--- src/include/tae_params.svh ---
// constants for the tagged arithmetic execute stage
`ifndef TAE_PARAMS_SVH
`define TAE_PARAMS_SVH

// ----------------------------------------------------------------------
// instruction word fields
// ----------------------------------------------------------------------
`define TAE_CLASS_HI 37
`define TAE_CLASS_LO 35
`define TAE_OPC_HI 34
`define TAE_OPC_LO 29
`define TAE_SRC1_HI 28
`define TAE_SRC1_LO 23
`define TAE_F22_HI 22
`define TAE_F22_LO 17
`define TAE_TYPE_HI 16
`define TAE_TYPE_LO 12
`define TAE_IMM12_HI 11
`define TAE_DEST_HI 5
`define TAE_TAIL_TAG_HI 39
`define TAE_TAIL_TAG_LO 37

// ----------------------------------------------------------------------
// class codes and opcodes (octal)
// ----------------------------------------------------------------------
`define TAE_CLASS_REG 3'o6
`define TAE_CLASS_SHORT 3'o7
`define TAE_CLASS_LONG 3'o5
`define TAE_OPC_ADD 6'o54
`define TAE_OPC_ADDW 6'o52
`define TAE_OPC_SUB 6'o55
`define TAE_OPC_SUBW 6'o53
`define TAE_OPC_MUL 6'o56

// ----------------------------------------------------------------------
// type check codes and data types
// ----------------------------------------------------------------------
`define TAE_TCHK_NONE 5'h00
`define TAE_TCHK_FIXNUM 5'h01
`define TAE_TCHK_ARITH 5'h02
`define TAE_DTP_FIXNUM 6'h08
`define TAE_DTP_SFLOAT 6'h09

`endif

--- src/include/tae_pkg.sv ---
// types for the tagged arithmetic execute stage
package tae_pkg;
    typedef enum logic [1:0] {tae_fmt_reg, tae_fmt_short, tae_fmt_long,
        tae_fmt_bad} tae_fmt_t;
    typedef enum logic [1:0] {tae_idle, tae_wait_tail} tae_state_t;
    typedef enum logic [2:0] {tae_op_add, tae_op_addw, tae_op_sub,
        tae_op_subw, tae_op_mul, tae_op_none} tae_op_t;
endpackage

--- src/verilog/tae_exec_unit.sv ---
// tagged arithmetic execute stage
// Summary of operation
// - all five operations run in reg-reg, short and long immediate formats.
// - second operand is source2 in reg-reg, else the immediate.
// - arith type class checks both sources in every format.
// - other checks test source1 only, plus source2 in reg-reg format.
// - result carries the data type of source1.
// - reg-reg word: class 110, opcode, src1, src2, type, dest fields.
// - short word: class 111, opcode, src1, dest, type, imm12.
// - opcode 54 adds source1 and the second operand.
// - checked add traps on overflow; coprocessor traps may arise.
// - arith class: fixnums in datapath, floats in opcodes 54 and 55 trap without coprocessor.
// - immediate is type checked only under the arith class check.
// - opcode 52 wraps the sum and never overflow traps.
// - opcode 55 writes second operand minus source1.
// - checked subtract traps on overflow.
// - short immediate is 12-bit signed, long immediate 32-bit signed.
// - opcode 53 wraps second operand minus source1, no overflow trap.
// - multiply never in datapath; traps without coprocessor.
`timescale 1ns/1ns
`include "tae_params.svh"
module tae_exec_unit
(
    input wire logic ref_clk,
    input wire logic rst,
    input wire logic instr_valid,
    input wire logic [39:0] instr_word,
    output logic [5:0] src1_addr,
    output logic [5:0] src2_addr,
    input wire logic [37:0] src1_data,
    input wire logic [37:0] src2_data,
    input wire logic cop_present,
    input wire logic cop_can_add,
    input wire logic cop_can_mul,
    output logic rf_wr_en,
    output logic [5:0] rf_wr_addr,
    output logic [37:0] rf_wr_data,
    output logic trap_type,
    output logic trap_ovf,
    output logic trap_cop,
    output logic busy
);
    // ------------------------------------------------------------------
    // decode helpers
    // ------------------------------------------------------------------
    function automatic logic is_fix(input logic [5:0] dt);
        is_fix = (dt == `TAE_DTP_FIXNUM);
    endfunction

    function automatic logic is_flt(input logic [5:0] dt);
        is_flt = (dt == `TAE_DTP_SFLOAT);
    endfunction

    // ------------------------------------------------------------------
    // long format first word is held while the tail arrives
    // ------------------------------------------------------------------
    tae_pkg::tae_state_t state;
    logic [39:0] head;

    always_ff @(posedge ref_clk)
    begin
        if (rst)
            state <= tae_pkg::tae_idle;
        else
        begin
            case (state)
                tae_pkg::tae_idle:
                    if (instr_valid && instr_word[`TAE_CLASS_HI:`TAE_CLASS_LO]
                        == `TAE_CLASS_LONG)
                        state <= tae_pkg::tae_wait_tail;
                tae_pkg::tae_wait_tail:
                    if (instr_valid)
                        state <= tae_pkg::tae_idle;
                default:
                    state <= tae_pkg::tae_idle;
            endcase
        end
    end

    always_ff @(posedge ref_clk)
    begin
        if (rst)
            head <= 40'h0;
        else if (state == tae_pkg::tae_idle && instr_valid)
            head <= instr_word;
    end

    always_ff @(posedge ref_clk)
    begin
        if (rst)
            busy <= 1'b0;
        else
            busy <= (state == tae_pkg::tae_idle) && instr_valid
                && instr_word[`TAE_CLASS_HI:`TAE_CLASS_LO] == `TAE_CLASS_LONG;
    end

    // ------------------------------------------------------------------
    // field decode
    // ------------------------------------------------------------------
    logic [39:0] w;
    logic fire;
    tae_pkg::tae_fmt_t fmt;
    tae_pkg::tae_op_t op;
    logic [4:0] tchk;
    logic [5:0] dest;
    logic [37:0] imm;

    // the word in flight is the head when a tail is arriving
    assign w = (state == tae_pkg::tae_wait_tail) ? head : instr_word;
    assign tchk = w[`TAE_TYPE_HI:`TAE_TYPE_LO];

    always_comb
    begin
        case (w[`TAE_CLASS_HI:`TAE_CLASS_LO])
            `TAE_CLASS_REG: fmt = tae_pkg::tae_fmt_reg;
            `TAE_CLASS_SHORT: fmt = tae_pkg::tae_fmt_short;
            `TAE_CLASS_LONG: fmt = tae_pkg::tae_fmt_long;
            default: fmt = tae_pkg::tae_fmt_bad;
        endcase
        case (w[`TAE_OPC_HI:`TAE_OPC_LO])
            `TAE_OPC_ADD: op = tae_pkg::tae_op_add;
            `TAE_OPC_ADDW: op = tae_pkg::tae_op_addw;
            `TAE_OPC_SUB: op = tae_pkg::tae_op_sub;
            `TAE_OPC_SUBW: op = tae_pkg::tae_op_subw;
            `TAE_OPC_MUL: op = tae_pkg::tae_op_mul;
            default: op = tae_pkg::tae_op_none;
        endcase
    end

    // register fields are read in the same cycle as the instruction
    assign src1_addr = w[`TAE_SRC1_HI:`TAE_SRC1_LO];
    assign src2_addr = w[`TAE_F22_HI:`TAE_F22_LO];
    assign dest = (fmt == tae_pkg::tae_fmt_short) ?
        w[`TAE_F22_HI:`TAE_F22_LO] : w[`TAE_DEST_HI:0];

    always_comb
    begin
        if (fmt == tae_pkg::tae_fmt_short)
            imm = {`TAE_DTP_FIXNUM, {20{w[`TAE_IMM12_HI]}},
                w[`TAE_IMM12_HI:0]};
        else
            imm = {instr_word[`TAE_TAIL_TAG_HI:`TAE_TAIL_TAG_LO],
                3'h0, instr_word[31:0]};
    end

    // fire when a whole instruction is present and it is ours
    assign fire = instr_valid && op != tae_pkg::tae_op_none
        && (fmt == tae_pkg::tae_fmt_reg || fmt == tae_pkg::tae_fmt_short
        || (fmt == tae_pkg::tae_fmt_long
        && state == tae_pkg::tae_wait_tail));

    // ------------------------------------------------------------------
    // operands, type checks and arithmetic
    // ------------------------------------------------------------------
    logic [37:0] opb;
    logic [5:0] dt1, dt2;
    logic chk2, bad1, bad2, arith, flt_any;
    logic [32:0] sum, dif;
    logic ovf_add, ovf_sub;

    assign opb = (fmt == tae_pkg::tae_fmt_reg) ? src2_data : imm;
    assign dt1 = src1_data[37:32];
    assign dt2 = opb[37:32];
    assign arith = (tchk == `TAE_TCHK_ARITH);
    // immediate joins the check only under the arith class
    assign chk2 = arith || fmt == tae_pkg::tae_fmt_reg;
    // floats matter only under the arith class; otherwise plain bits
    assign flt_any = arith && (is_flt(dt1) || is_flt(dt2));

    always_comb
    begin
        bad1 = 1'b0;
        bad2 = 1'b0;
        case (tchk)
            `TAE_TCHK_FIXNUM:
            begin
                bad1 = !is_fix(dt1);
                bad2 = !is_fix(dt2);
            end
            `TAE_TCHK_ARITH:
            begin
                bad1 = !is_fix(dt1) && !is_flt(dt1);
                bad2 = !is_fix(dt2) && !is_flt(dt2);
            end
            default:
            begin
                bad1 = 1'b0;
                bad2 = 1'b0;
            end
        endcase
    end

    assign sum = {src1_data[31], src1_data[31:0]}
        + {opb[31], opb[31:0]};
    assign dif = {opb[31], opb[31:0]}
        - {src1_data[31], src1_data[31:0]};
    assign ovf_add = sum[32] ^ sum[31];
    assign ovf_sub = dif[32] ^ dif[31];

    logic next_type, next_ovf, next_cop, next_wr;
    logic [31:0] next_val;
    logic cop_op;

    // only checked add and subtract hand floats to the coprocessor
    assign cop_op = flt_any
        && (op == tae_pkg::tae_op_add || op == tae_pkg::tae_op_sub);

    always_comb
    begin
        next_type = bad1 || (chk2 && bad2);
        next_ovf = 1'b0;
        next_cop = 1'b0;
        next_val = sum[31:0];
        case (op)
            tae_pkg::tae_op_add:
            begin
                next_cop = cop_op && !(cop_present && cop_can_add);
                next_ovf = ovf_add && !flt_any;
            end
            tae_pkg::tae_op_sub:
            begin
                next_val = dif[31:0];
                next_cop = cop_op && !(cop_present && cop_can_add);
                next_ovf = ovf_sub && !flt_any;
            end
            tae_pkg::tae_op_subw: next_val = dif[31:0];
            // no product is formed here; the coprocessor owns multiply
            tae_pkg::tae_op_mul: next_cop = !(cop_present && cop_can_mul);
            default: next_val = sum[31:0];
        endcase
        if (next_type)
        begin
            next_ovf = 1'b0;
            next_cop = 1'b0;
        end
        // floats handled by a present coprocessor are not written here
        next_wr = !(next_type || next_ovf || next_cop || cop_op
            || op == tae_pkg::tae_op_mul);
    end

    tae_result_reg u_res
    (
        .ref_clk(ref_clk),
        .rst(rst),
        .load(fire),
        .next_wr_en(next_wr),
        .next_dest(dest),
        .next_data({dt1, next_val}),
        .next_trap_type(next_type),
        .next_trap_ovf(next_ovf),
        .next_trap_cop(next_cop),
        .wr_en(rf_wr_en),
        .dest(rf_wr_addr),
        .data(rf_wr_data),
        .trap_type(trap_type),
        .trap_ovf(trap_ovf),
        .trap_cop(trap_cop)
    );

    // ------------------------------------------------------------------
    // checks
    // ------------------------------------------------------------------
    property p_no_wr_on_trap;
        @(posedge ref_clk) disable iff (rst)
        (trap_type || trap_ovf || trap_cop) |-> !rf_wr_en;
    endproperty
    a_no_wr_on_trap: assert property (p_no_wr_on_trap)
        else $error("write during trap");

    property p_type_of_src1;
        @(posedge ref_clk) disable iff (rst)
        fire && next_wr |=> rf_wr_data[37:32] == $past(src1_data[37:32]);
    endproperty
    a_type_of_src1: assert property (p_type_of_src1)
        else $error("result type not source1");

    property p_wrap_add;
        @(posedge ref_clk) disable iff (rst)
        fire && op == tae_pkg::tae_op_addw |=> !trap_ovf;
    endproperty
    a_wrap_add: assert property (p_wrap_add)
        else $error("wrapping add trapped");

    property p_wrap_sub;
        @(posedge ref_clk) disable iff (rst)
        fire && op == tae_pkg::tae_op_subw && !next_type |=> rf_wr_en
            && rf_wr_data[31:0] == $past(opb[31:0] - src1_data[31:0]);
    endproperty
    a_wrap_sub: assert property (p_wrap_sub)
        else $error("wrapping subtract wrong");

    property p_add_ovf;
        @(posedge ref_clk) disable iff (rst)
        fire && op == tae_pkg::tae_op_add && !next_type && !flt_any
            && ovf_add |=> trap_ovf && !rf_wr_en;
    endproperty
    a_add_ovf: assert property (p_add_ovf)
        else $error("add overflow missed");

    property p_sub_ovf;
        @(posedge ref_clk) disable iff (rst)
        fire && op == tae_pkg::tae_op_sub && !next_type && !flt_any
            && ovf_sub |=> trap_ovf;
    endproperty
    a_sub_ovf: assert property (p_sub_ovf)
        else $error("subtract overflow missed");

    property p_mul_no_wr;
        @(posedge ref_clk) disable iff (rst)
        fire && op == tae_pkg::tae_op_mul |=> !rf_wr_en;
    endproperty
    a_mul_no_wr: assert property (p_mul_no_wr)
        else $error("multiply written by datapath");

    property p_imm_unchecked;
        @(posedge ref_clk) disable iff (rst)
        fire && fmt != tae_pkg::tae_fmt_reg && !arith && !bad1
            |=> !trap_type;
    endproperty
    a_imm_unchecked: assert property (p_imm_unchecked)
        else $error("immediate was type checked");

    property p_long_two_words;
        @(posedge ref_clk) disable iff (rst)
        state == tae_pkg::tae_idle && instr_valid
            && fmt == tae_pkg::tae_fmt_long |=> !rf_wr_en && !trap_type;
    endproperty
    a_long_two_words: assert property (p_long_two_words)
        else $error("long format acted on one word");

    c_reg: cover property (@(posedge ref_clk)
        fire && fmt == tae_pkg::tae_fmt_reg ##1 rf_wr_en);
    c_short: cover property (@(posedge ref_clk)
        fire && fmt == tae_pkg::tae_fmt_short ##1 rf_wr_en);
    c_long: cover property (@(posedge ref_clk)
        fire && fmt == tae_pkg::tae_fmt_long ##1 rf_wr_en);
    c_ovf: cover property (@(posedge ref_clk) trap_ovf);
endmodule

--- src/verilog/tae_result_reg.sv ---
// registered result and trap outputs of the execute stage
`timescale 1ns/1ns
module tae_result_reg
(
    input wire logic ref_clk,
    input wire logic rst,
    input wire logic load,
    input wire logic next_wr_en,
    input wire logic [5:0] next_dest,
    input wire logic [37:0] next_data,
    input wire logic next_trap_type,
    input wire logic next_trap_ovf,
    input wire logic next_trap_cop,
    output logic wr_en,
    output logic [5:0] dest,
    output logic [37:0] data,
    output logic trap_type,
    output logic trap_ovf,
    output logic trap_cop
);
    always_ff @(posedge ref_clk)
    begin
        if (rst)
        begin
            wr_en <= 1'b0;
            trap_type <= 1'b0;
            trap_ovf <= 1'b0;
            trap_cop <= 1'b0;
        end
        else
        begin
            wr_en <= load & next_wr_en;
            trap_type <= load & next_trap_type;
            trap_ovf <= load & next_trap_ovf;
            trap_cop <= load & next_trap_cop;
        end
    end

    always_ff @(posedge ref_clk)
    begin
        if (rst)
        begin
            dest <= 6'h00;
            data <= 38'h0;
        end
        else if (load)
        begin
            dest <= next_dest;
            data <= next_data;
        end
    end
endmodule

--- config.mk ---
export PLATFORM = sky130hd
export DESIGN_NAME = tae_exec_unit
export DESIGN_NICKNAME = d
export VERILOG_FILES = /design/src/include/tae_pkg.sv /design/src/verilog/tae_exec_unit.sv /design/src/verilog/tae_result_reg.sv
export VERILOG_INCLUDE_DIRS = /design/src /design/src/include
export SDC_FILE = /design/constraint.sdc
export NUM_CORES = 1
export LEC_CHECK = 0
export BUFFER_PORTS_ARGS = -buffer_cell sky130_fd_sc_hd__buf_4
export CORE_MARGIN = 2
export CORE_UTILIZATION = 23
export DETAILED_ROUTE_END_ITERATION = 6
export PLACE_DENSITY_LB_ADDON = 0.2
export SYNTH_ARGS = -nofsm -noshare
export SYNTH_HDL_FRONTEND = slang
export SYNTH_HIERARCHICAL = 1
export SYNTH_SLANG_ARGS = --single-unit
--- constraint.sdc ---
create_clock -name ref_clk -period 5.9 [get_ports ref_clk]
set_input_delay 1.18 -clock ref_clk [delete_from_list [all_inputs] [get_ports ref_clk]]
set_output_delay 1.18 -clock ref_clk [all_outputs]
set_load 0.02 [all_outputs]
==> results_dict.tcl, run 1 <==
set metrics [dict create \
    grt_overflow 0 \
    top_level_ports 183 \
    grt_pass1_wl_um 42900 \
    cts_hold_buf 0 \
    final_common_cell "buf_4" \
    ant_nets 0 \
    relSlewSlack 0.309 \
    fin_skew_ps 13.1 \
    synth_edf_count 0 \
    leakage_nw 4.12 \
    slew_viol_final 0 \
    yosysWarningCount 6 \
    clockRootBuffer "clkbuf_16" \
    tns_ps 0 \
    antennaDiodeCount 0 \
    ir_drop_mv 0.140 \
    dr.pass1.iters 5 \
    wl_per_cell_um 17.6 \
    dp_hpwl_um 22400 \
    h-tree-depth 3 \
    wirelength_um 28500 \
    numCtsBuffers 9 \
    worstSetupPathType "flip-flop to flip-flop" \
    ys_top_cells_by_area "dfxtp_1, ha_1, a21oi_1, mux2i_1, nand2_1" \
    syn2layout_area_growth_pct 26.8 \
    syn_area_um2 7530 \
    drtIter0Drc 477 \
    drv_cap 0 \
    drive_gt1_frac 0.204 \
    yosys_register_bits 88 \
    endpoint_kind "flip-flop" \
    drc 0 \
    post_cts.repair.setup_buffers 0 \
    grt_usage 0.165 \
    synth_top_cell_by_area "dfxtp_1" \
    path_clk_slew_ps 80 \
    worstPathArrival_ps 5470 \
    cp_max_fo 23 \
    path_cells "buf_4, nand3_1, o21ai_2, and2_1, o21ai_0, ha_1, o21ai_0, a2111oi_0, o21ai_1, o211ai_2, a21oi_1, o21a_1, o22ai_1, a21oi_1, a221oi_1, nor4_1, and2_1" \
    layout_common_cells "buf_4, nand2_1, a21oi_1, nor2_1, dfxtp_1" \
    tightest_slew_ps 1040 \
    cpPeakStageDelay_ps 580 \
    fmax_mhz 192 \
    vias_per_cell 4.73 \
    period_share 0.883 \
    rsz0062_at_grt "false" \
    cts.path.max_buffers 2 \
    hp-class "flip-flop to flip-flop" \
    cp_data_required_time_ps 6160 \
    die_x_um 185 \
    ys_types 72 \
    die_y_um 185 \
    slowest_stage "ha_1" \
    nets 1362 \
    hold_start "head[8]$_SDFFE_PP0P_" \
    fin_crit_ps 5210 \
    cellPowerDensity_nw_per_um2 203 \
    start_kind "flip-flop" \
    grt_pass1_vias 7369 \
    syn_nets 1217 \
    die-area_um2 34200 \
    worstSetupStartpoint "state[0]$_SDFFE_PP0P_" \
    synth_ff_type "dfxtp_1" \
    r2r_start "state[0]$_SDFFE_PP0P_" \
    setup_viol 0 \
    cts_resized 0 \
    avgSynthCellArea_um2 7.32 \
    hold_violations 0 \
    synth-seq-area-share 0.234 \
    cts_sinks 88 \
    grt_max_degree 86 \
    cts_tree "yes" \
    clk-insertion-delay-late_ps 370 \
    row_count 66 \
    numPortBuffers 182 \
    antenna_found_initial 0 \
    gp_congestion 0.864 \
    initial_core_util 0.233 \
    hold_ws_ps 455 \
    synthCells 1029 \
    synth-async-reset-ratio 0 \
    vias 7661 \
    outcome "finished clean" \
    synth_top_area_share 0.234 \
    core_area_um2 32400 \
]
layout make-up:
type                    instances  area (um^2)
fillers                      3590        22800
well taps                     442          553
repair buffers                193         1450
flip-flops and latches         88         1760
multi-input cells             820         5250
inverters                      62          233
clock inverters                 6         66.3
clock buffers                  10          239
per-layer routing:
metal | up-vias | share of wire | track usage
li1 | 3857 | - | -
met1 | 3606 | 0.47 | 0.222
met3 | 12 | 0.052 | 0.0283
met5 | - | 0 | 0
met2 | 186 | 0.47 | 0.273
met4 | 0 | 0.0096 | 0.0365
where the power goes:
part	internal (mW)	total [mW]	switching [mW]
sequential	0.611	0.621	0.0103
clock	0.343	0.623	0.280
combinational	0.281	0.694	0.413
worst max-delay path, delay by kind of cell, from the launching register on:
family	cells	cell delay, ps
and+or+nand+nor	4	860
buffers and inverters	1	420
DFF	1	560
adders and majority gates	1	580
AOI/OAI and AO/OA	11	2670
registers in the layout, summed over array words and instances, names as in the netlist:
register         cells
u_res/data          38
u_res/trap_cop       1
head                38
busy                 1
u_res/wr_en          1
u_res/trap_type      1
state                1
u_res/trap_ovf       1
u_res/dest           6
stage by stage:
stage	setup WS [ps]	power [mW]	area [um^2]	utilization	cells
after floorplan	1220	1.09	7530	-	1029
after global placement	546	1.33	9240	0.286	1605
after detailed placement	497	1.33	9240	0.286	1605
after CTS	750	1.96	9550	0.295	1621
after global routing	167	2.06	9550	0.295	1621
final	687	1.94	9550	0.295	1621
Yosys cell counts (3+ instances only):
master	count
xnor2_1	27
or3_1	6
nor4_1	6
clkbuf_1	36
buf_12	4
nor2_1	116
a2111oi_0	3
and2_1	7
a221oi_1	3
a31oi_1	4
o21ai_0	50
a21oi_1	135
mux2_2	12
inv_1	60
nor3_1	19
dfxtp_1	88
ha_1	64
o21bai_1	10
a22oi_1	7
o41ai_1	3
o21a_1	7
mux2i_1	64
a21o_1	16
xor2_1	6
buf_2	15
a211oi_1	6
nand3_1	11
o31ai_1	6
nor3b_1	3
nand2_1	150
buf_1	3
o211ai_1	7
nor2b_1	9
o21ai_1	6
nand2b_1	11
o2111ai_1	3
cells by family after synthesis:
| logic type | share of synthesized area |
|---|---|
| AO/OA/AOI/OAI | 0.231 |
| XOR/XNOR | 0.0384 |
| AND/OR/NAND/NOR | 0.210 |
| multiplexers | 0.103 |
| adder cells (fa/ha/maj) | 0.112 |
| flip-flops | 0.234 |
| buffers and inverters | 0.0725 |
final timing paths:
kind	to	slack (ps)	cells after the start
max reg2reg	u_res/wr_en$_SDFF_PP0_	690	17
min reg2reg	head[8]$_SDFFE_PP0P_	460	2
max	u_res/wr_en$_SDFF_PP0_	690	17
min	head[8]$_SDFFE_PP0P_	460	2
(Power assumes the default switching activity.)
==> inputs of run 2 (changes only) <==
- CAP_MARGIN: unset -> 20
- SYNTH_HIERARCHICAL: 1 -> unset
==> results_dict.tcl, run 2 <==
set metrics [dict create \
    ant_nets 0 \
    slew_viol_final 0 \
    worstSetupStartpoint "instr_word[37]" \
    yosysWarningCount 0 \
    fin_crit_ps 5070 \
    die-area_um2 35300 \
    top_level_ports 183 \
    cp_max_fo 7 \
    synth_edf_count 0 \
    row_count 67 \
    cts.path.max_buffers 2 \
    endpoint_kind "flip-flop" \
    cts_sinks 88 \
    ys_top_cells_by_area "dfxtp_1, ha_1, a21oi_1, nand2_1, nor2_1" \
    leakage_nw 4.16 \
    numPortBuffers 182 \
    cts_resized 0 \
    yosys_register_bits 88 \
    synth_ff_type "dfxtp_1" \
    largest_registers "head: 38 flops, u_res.data: 38 flops, u_res.dest: 6 flops" \
    die_y_um 188 \
    wirelength_um 32300 \
    worstPathArrival_ps 5370 \
    tightest_slew_ps 1100 \
    outcome "finished clean" \
    final_common_cell "buf_4" \
    fmax_mhz 197 \
    avgSynthCellArea_um2 7.11 \
    grt_pass1_vias 8165 \
    die_x_um 188 \
    antenna_found_initial 1 \
    dp_hpwl_um 25800 \
    drc 0 \
    cellPowerDensity_nw_per_um2 198 \
    dr.pass1.iters 5 \
    period_share 0.858 \
    seq_area_um2 1760 \
    initial_core_util 0.233 \
    vias 8422 \
    relSlewSlack 0.261 \
    wl_per_cell_um 19.0 \
    clk-insertion-delay-late_ps 370 \
    post_cts.repair.setup_buffers 0 \
    synth_top_cell_by_area "dfxtp_1" \
    synth_top_area_share 0.226 \
    ir_drop_mv 0.120 \
    ys_types 72 \
    cts_tree "yes" \
    worstSetupPathType "primary input to flip-flop" \
    fin_skew_ps 14.5 \
    path_clk_slew_ps 80 \
    drive_gt1_frac 0.210 \
    start_kind "primary input" \
    fill_cells 3734 \
    hp-class "flip-flop to flip-flop" \
    synth_common_cells "nand2_1, a21oi_1, nor2_1, dfxtp_1, inv_1" \
    gp_congestion 0.884 \
    r2r_start "state[0]$_SDFFE_PP0P_" \
    vias_per_cell 4.95 \
    setup_viol 0 \
    syn_area_um2 7780 \
    synth-seq-area-share 0.226 \
    drtIter0Drc 595 \
    numCtsBuffers 9 \
    grt_overflow 0 \
    placed_cell_area_um2 9630 \
    nets 1434 \
    rsz0062_at_grt "false" \
    synth-async-reset-ratio 0 \
    h-tree-depth 3 \
    yosysMostFrequentCell "nand2_1" \
    syn2layout_area_growth_pct 27.6 \
    clockRootBuffer "clkbuf_16" \
    drv_cap 0 \
    finalInstanceArea_um2 9930 \
    cts_hold_buf 0 \
    tns_ps 0 \
    synthCells 1095 \
    cp_data_required_time_ps 6200 \
    grt_pass1_wl_um 48600 \
    core_area_um2 33400 \
    hold_start "head[24]$_SDFFE_PP0P_" \
    grt_usage 0.178 \
    layout_common_cells "buf_4, nand2_1, a21oi_1, nor2_1, dfxtp_1" \
    syn_nets 1283 \
    multi_input_area_um2 5480 \
    hold_violations 0 \
    grt_max_degree 60 \
]
run 2: changes by cell type after synthesis, moves of 9 or more:
cell,before,now
a21oi_1,135,150
nand3_1,11,20
mux2i_1,64,19
clkbuf_1,36,52
nor2_1,116,90
a21o_1,16,7
a211oi_1,6,35
inv_1,60,70
run 2: layout make-up:
cell class                 instances  share of cell area
timing repair buffer             209               0.158
inverter                          70              0.0265
clock inverter                     7             0.00705
sequential                        88               0.178
multi-input combinational        868               0.552
clock buffer                       9              0.0227
antenna                            1            0.000252
tap                              448              0.0564
run 2: through the flow:
stage,hold slack [ps],total power [mW],std cells,worst slack (ps),utilization
after detailed placement,445,1.36,1683,559,0.288
after global routing,473,2.08,1699,476,0.297
after CTS,456,1.98,1699,925,0.297
final,453,1.97,1700,835,0.297
after floorplan,431,1.10,1095,1040,-
after global placement,439,1.37,1683,572,0.288
run 2: final timing paths:
check	end	slack (ps)	cells after the start
worst max-delay path	u_res.wr_en$_SDFF_PP0_	830	16
worst min-delay path	head[24]$_SDFFE_PP0P_	450	2
worst max register to register	u_res.data[29]$_SDFFE_PP0P_	1020	15
worst min register to register	head[24]$_SDFFE_PP0P_	450	2
run 2: critical path: stages:
cell and delay, ps:
buf_4 100, nand3b_1 130, and2_1 280, a21oi_1 460, nor2_1 80, a21oi_1 260
ha_1 330, nor2_1 140, o21ai_0 220, a211o_1 390, a2111o_1 470, a2111o_1 420
a32o_1 290, o21ai_2 150, mux2i_1 260, and4b_1 210
run 2: power breakdown:
group	switching, mW	internal (mW)
clock network	0.310	0.300
logic	0.445	0.288
registers	0.0116	0.611
run 2: logic make-up (layout without fill, tap and decap cells):
family,Yosys count,count (layout),synth area share
AOI/OAI and AO/OA,380,380,0.309
and+or+nand+nor,365,365,0.213
buffers and inverters,139,295,0.0714
DFF,88,88,0.226
adders and majority gates,66,66,0.108
muxes,34,34,0.0461
xor gates and xnor gates,23,23,0.0259
other,0,1,0
run 2: metal layers:
layer  wire, um  part of all wire  track usage
met3       1630             0.051       0.0286
met1      15800              0.49        0.252
met4        586             0.018       0.0475
met5          0                 0            0
met2      14300              0.44        0.280
==> inputs of run 3 (changes only) <==
- clock period: 5.9 -> 4.4 ns (I/O delays scaled with it)
==> results_dict.tcl, run 3 (synthesis results as in run 2) <==
set metrics [dict create \
    outcome "finished clean" \
    period_share 0.971 \
    grt_usage 0.189 \
    leakage_nw 4.96 \
    grt_pass1_wl_um 51500 \
    clk-insertion-delay-late_ps 370 \
    row_count 67 \
    reg2reg_to "u_res.wr_en$_SDFF_PP0_" \
    dp_hpwl_um 27600 \
    rsz0062_at_grt "true" \
    path_cells "buf_6, nand3b_1, and2_4, a21oi_4, buf_6, o21a_1, ha_2, fa_2, nor2b_4, o21ai_2, a211o_1, a2111o_1, a2111o_1, a32o_2, o21ai_2, mux2i_2, and4b_1" \
    core_area_um2 33400 \
    setup_viol 0 \
    cts.path.max_buffers 2 \
    fin_crit_ps 4270 \
    multi_input_area_um2 5620 \
    drc 0 \
    cp_top_family "compound AO/OA/AOI/OAI gates" \
    cp_max_fo 7 \
    drive_gt1_frac 0.318 \
    worstSetupPathType "primary input to flip-flop" \
    tightest_slew_ps 1110 \
    h-tree-depth 3 \
    wirelength_um 34200 \
    fill_cells 3578 \
    largest_registers "head: 38 flops, u_res.data: 38 flops, u_res.dest: 6 flops" \
    placed_cell_area_um2 10800 \
    seq_area_um2 1760 \
    wl_per_cell_um 18.4 \
    nets 1593 \
    grt_overflow 0 \
    worstPathArrival_ps 4580 \
    fin_skew_ps 13.9 \
    grt_pass1_vias 8739 \
    die_y_um 188 \
    drtIter0Drc 672 \
    numPortBuffers 182 \
    start_kind "primary input" \
    syn2layout_area_growth_pct 45.2 \
    die_x_um 188 \
    layout_common_cells "buf_4, nand2_1, a21oi_1, nor2_1, dfxtp_1" \
    finalInstanceArea_um2 11300 \
    cp.depth 17 \
    endpoint_kind "flip-flop" \
    clockRootBuffer "clkbuf_16" \
    antenna_found_initial 0 \
    final_core_util 0.338 \
    slowest_stage "a2111o_1" \
    drv_cap 0 \
    cp_data_required_time_ps 4700 \
    hp-class "flip-flop to flip-flop" \
    numCtsBuffers 9 \
    ir_drop_mv 0.184 \
    ant_nets 0 \
    hold_violations 0 \
    fmax_mhz 234 \
    die-area_um2 35300 \
    cts_tree "yes" \
    r2r_start "state[0]$_SDFFE_PP0P_" \
    initial_core_util 0.233 \
    relSlewSlack 0.255 \
    worstSetupStartpoint "instr_word[36]" \
    path_buf_inv 2 \
    final_common_cell "buf_4" \
    cts_sinks 88 \
    top_level_ports 183 \
    r2r_slack_ps 190 \
    tns_ps 0 \
    endpoint "u_res.wr_en$_SDFF_PP0_" \
    rr_worst_depth 15 \
    cellPowerDensity_nw_per_um2 257 \
    grt_max_degree 60 \
    slew_viol_final 0 \
    vias_per_cell 4.88 \
    path_clk_slew_ps 70 \
    gp_congestion 0.891 \
    antennaDiodeCount 0 \
    cpPeakStageDelay_ps 480 \
    vias 9058 \
    dr.pass1.iters 5 \
]
==> run 3: what timing repair did <==
action | 4_1_cts | 5_1_grt
gates resized for setup | 5 | 34
setup buffers | 1 | 1
gates cloned | 0 | 1
setup endpoints to repair | 5 | 12
pin swaps | 1 | 13
hold buffers | 0 | 0
==> run 3: metal layers <==
layer	track usage	vias up	routed length (um)
met3	0.0314	48	1510
met1	0.264	4200	16900
met4	0.0615	0	888
met5	0	-	0
met2	0.293	280	14800
li1	-	4530	-
==> run 3: tightest hold or removal path: cells and delay by family (launching register included) <==
family,cells,cell delay [ps]
AO/OA/AOI/OAI,1,50
AND/OR/NAND/NOR,1,50
flip-flops,1,310
==> run 3: final cells by class <==
| class | instances | share of cell area |
|---|---|---|
| Multi-Input combinational cell | 869 | 0.497 |
| Timing Repair Buffer | 367 | 0.248 |
| Sequential cell | 88 | 0.156 |
| Tap cell | 448 | 0.0496 |
| Inverter | 70 | 0.0232 |
| Clock buffer | 10 | 0.0211 |
| Clock inverter | 5 | 0.00509 |
==> run 3: worst min path at each step <==
| stage | startpoint | to | slack (ps) | cells past startpoint |
|---|---|---|---|---|
| final | head[27]$_SDFFE_PP0P_ | head[27]$_SDFFE_PP0P_ | 450 | 2 |
| after global routing | head[11]$_SDFFE_PP0P_ | head[11]$_SDFFE_PP0P_ | 480 | 2 |
| after CTS | head[17]$_SDFFE_PP0P_ | head[17]$_SDFFE_PP0P_ | 460 | 2 |
| after detailed placement | head[17]$_SDFFE_PP0P_ | head[17]$_SDFFE_PP0P_ | 450 | 2 |
| after global placement | head[19]$_SDFFE_PP0P_ | head[19]$_SDFFE_PP0P_ | 440 | 2 |
| after floorplan | head[33]$_SDFFE_PP0P_ | head[33]$_SDFFE_PP0P_ | 430 | 2 |
==> run 3: per-stage QoR <==
stage	hold WS (ps)	total power [mW]	std cells	setup WS [ps]
floorplan	431	1.47	1095	0.492
global placement	439	2.05	1839	-510
detailed placement	447	2.05	1839	-563
CTS	457	2.90	1855	8.99
global route	475	3.07	1857	-7.10
finish	455	2.90	1857	129
==> run 3: report_power, final <==
part           internal [mW]  switching (mW)
clock                  0.453           0.376
sequential             0.820          0.0146
combinational          0.570           0.670
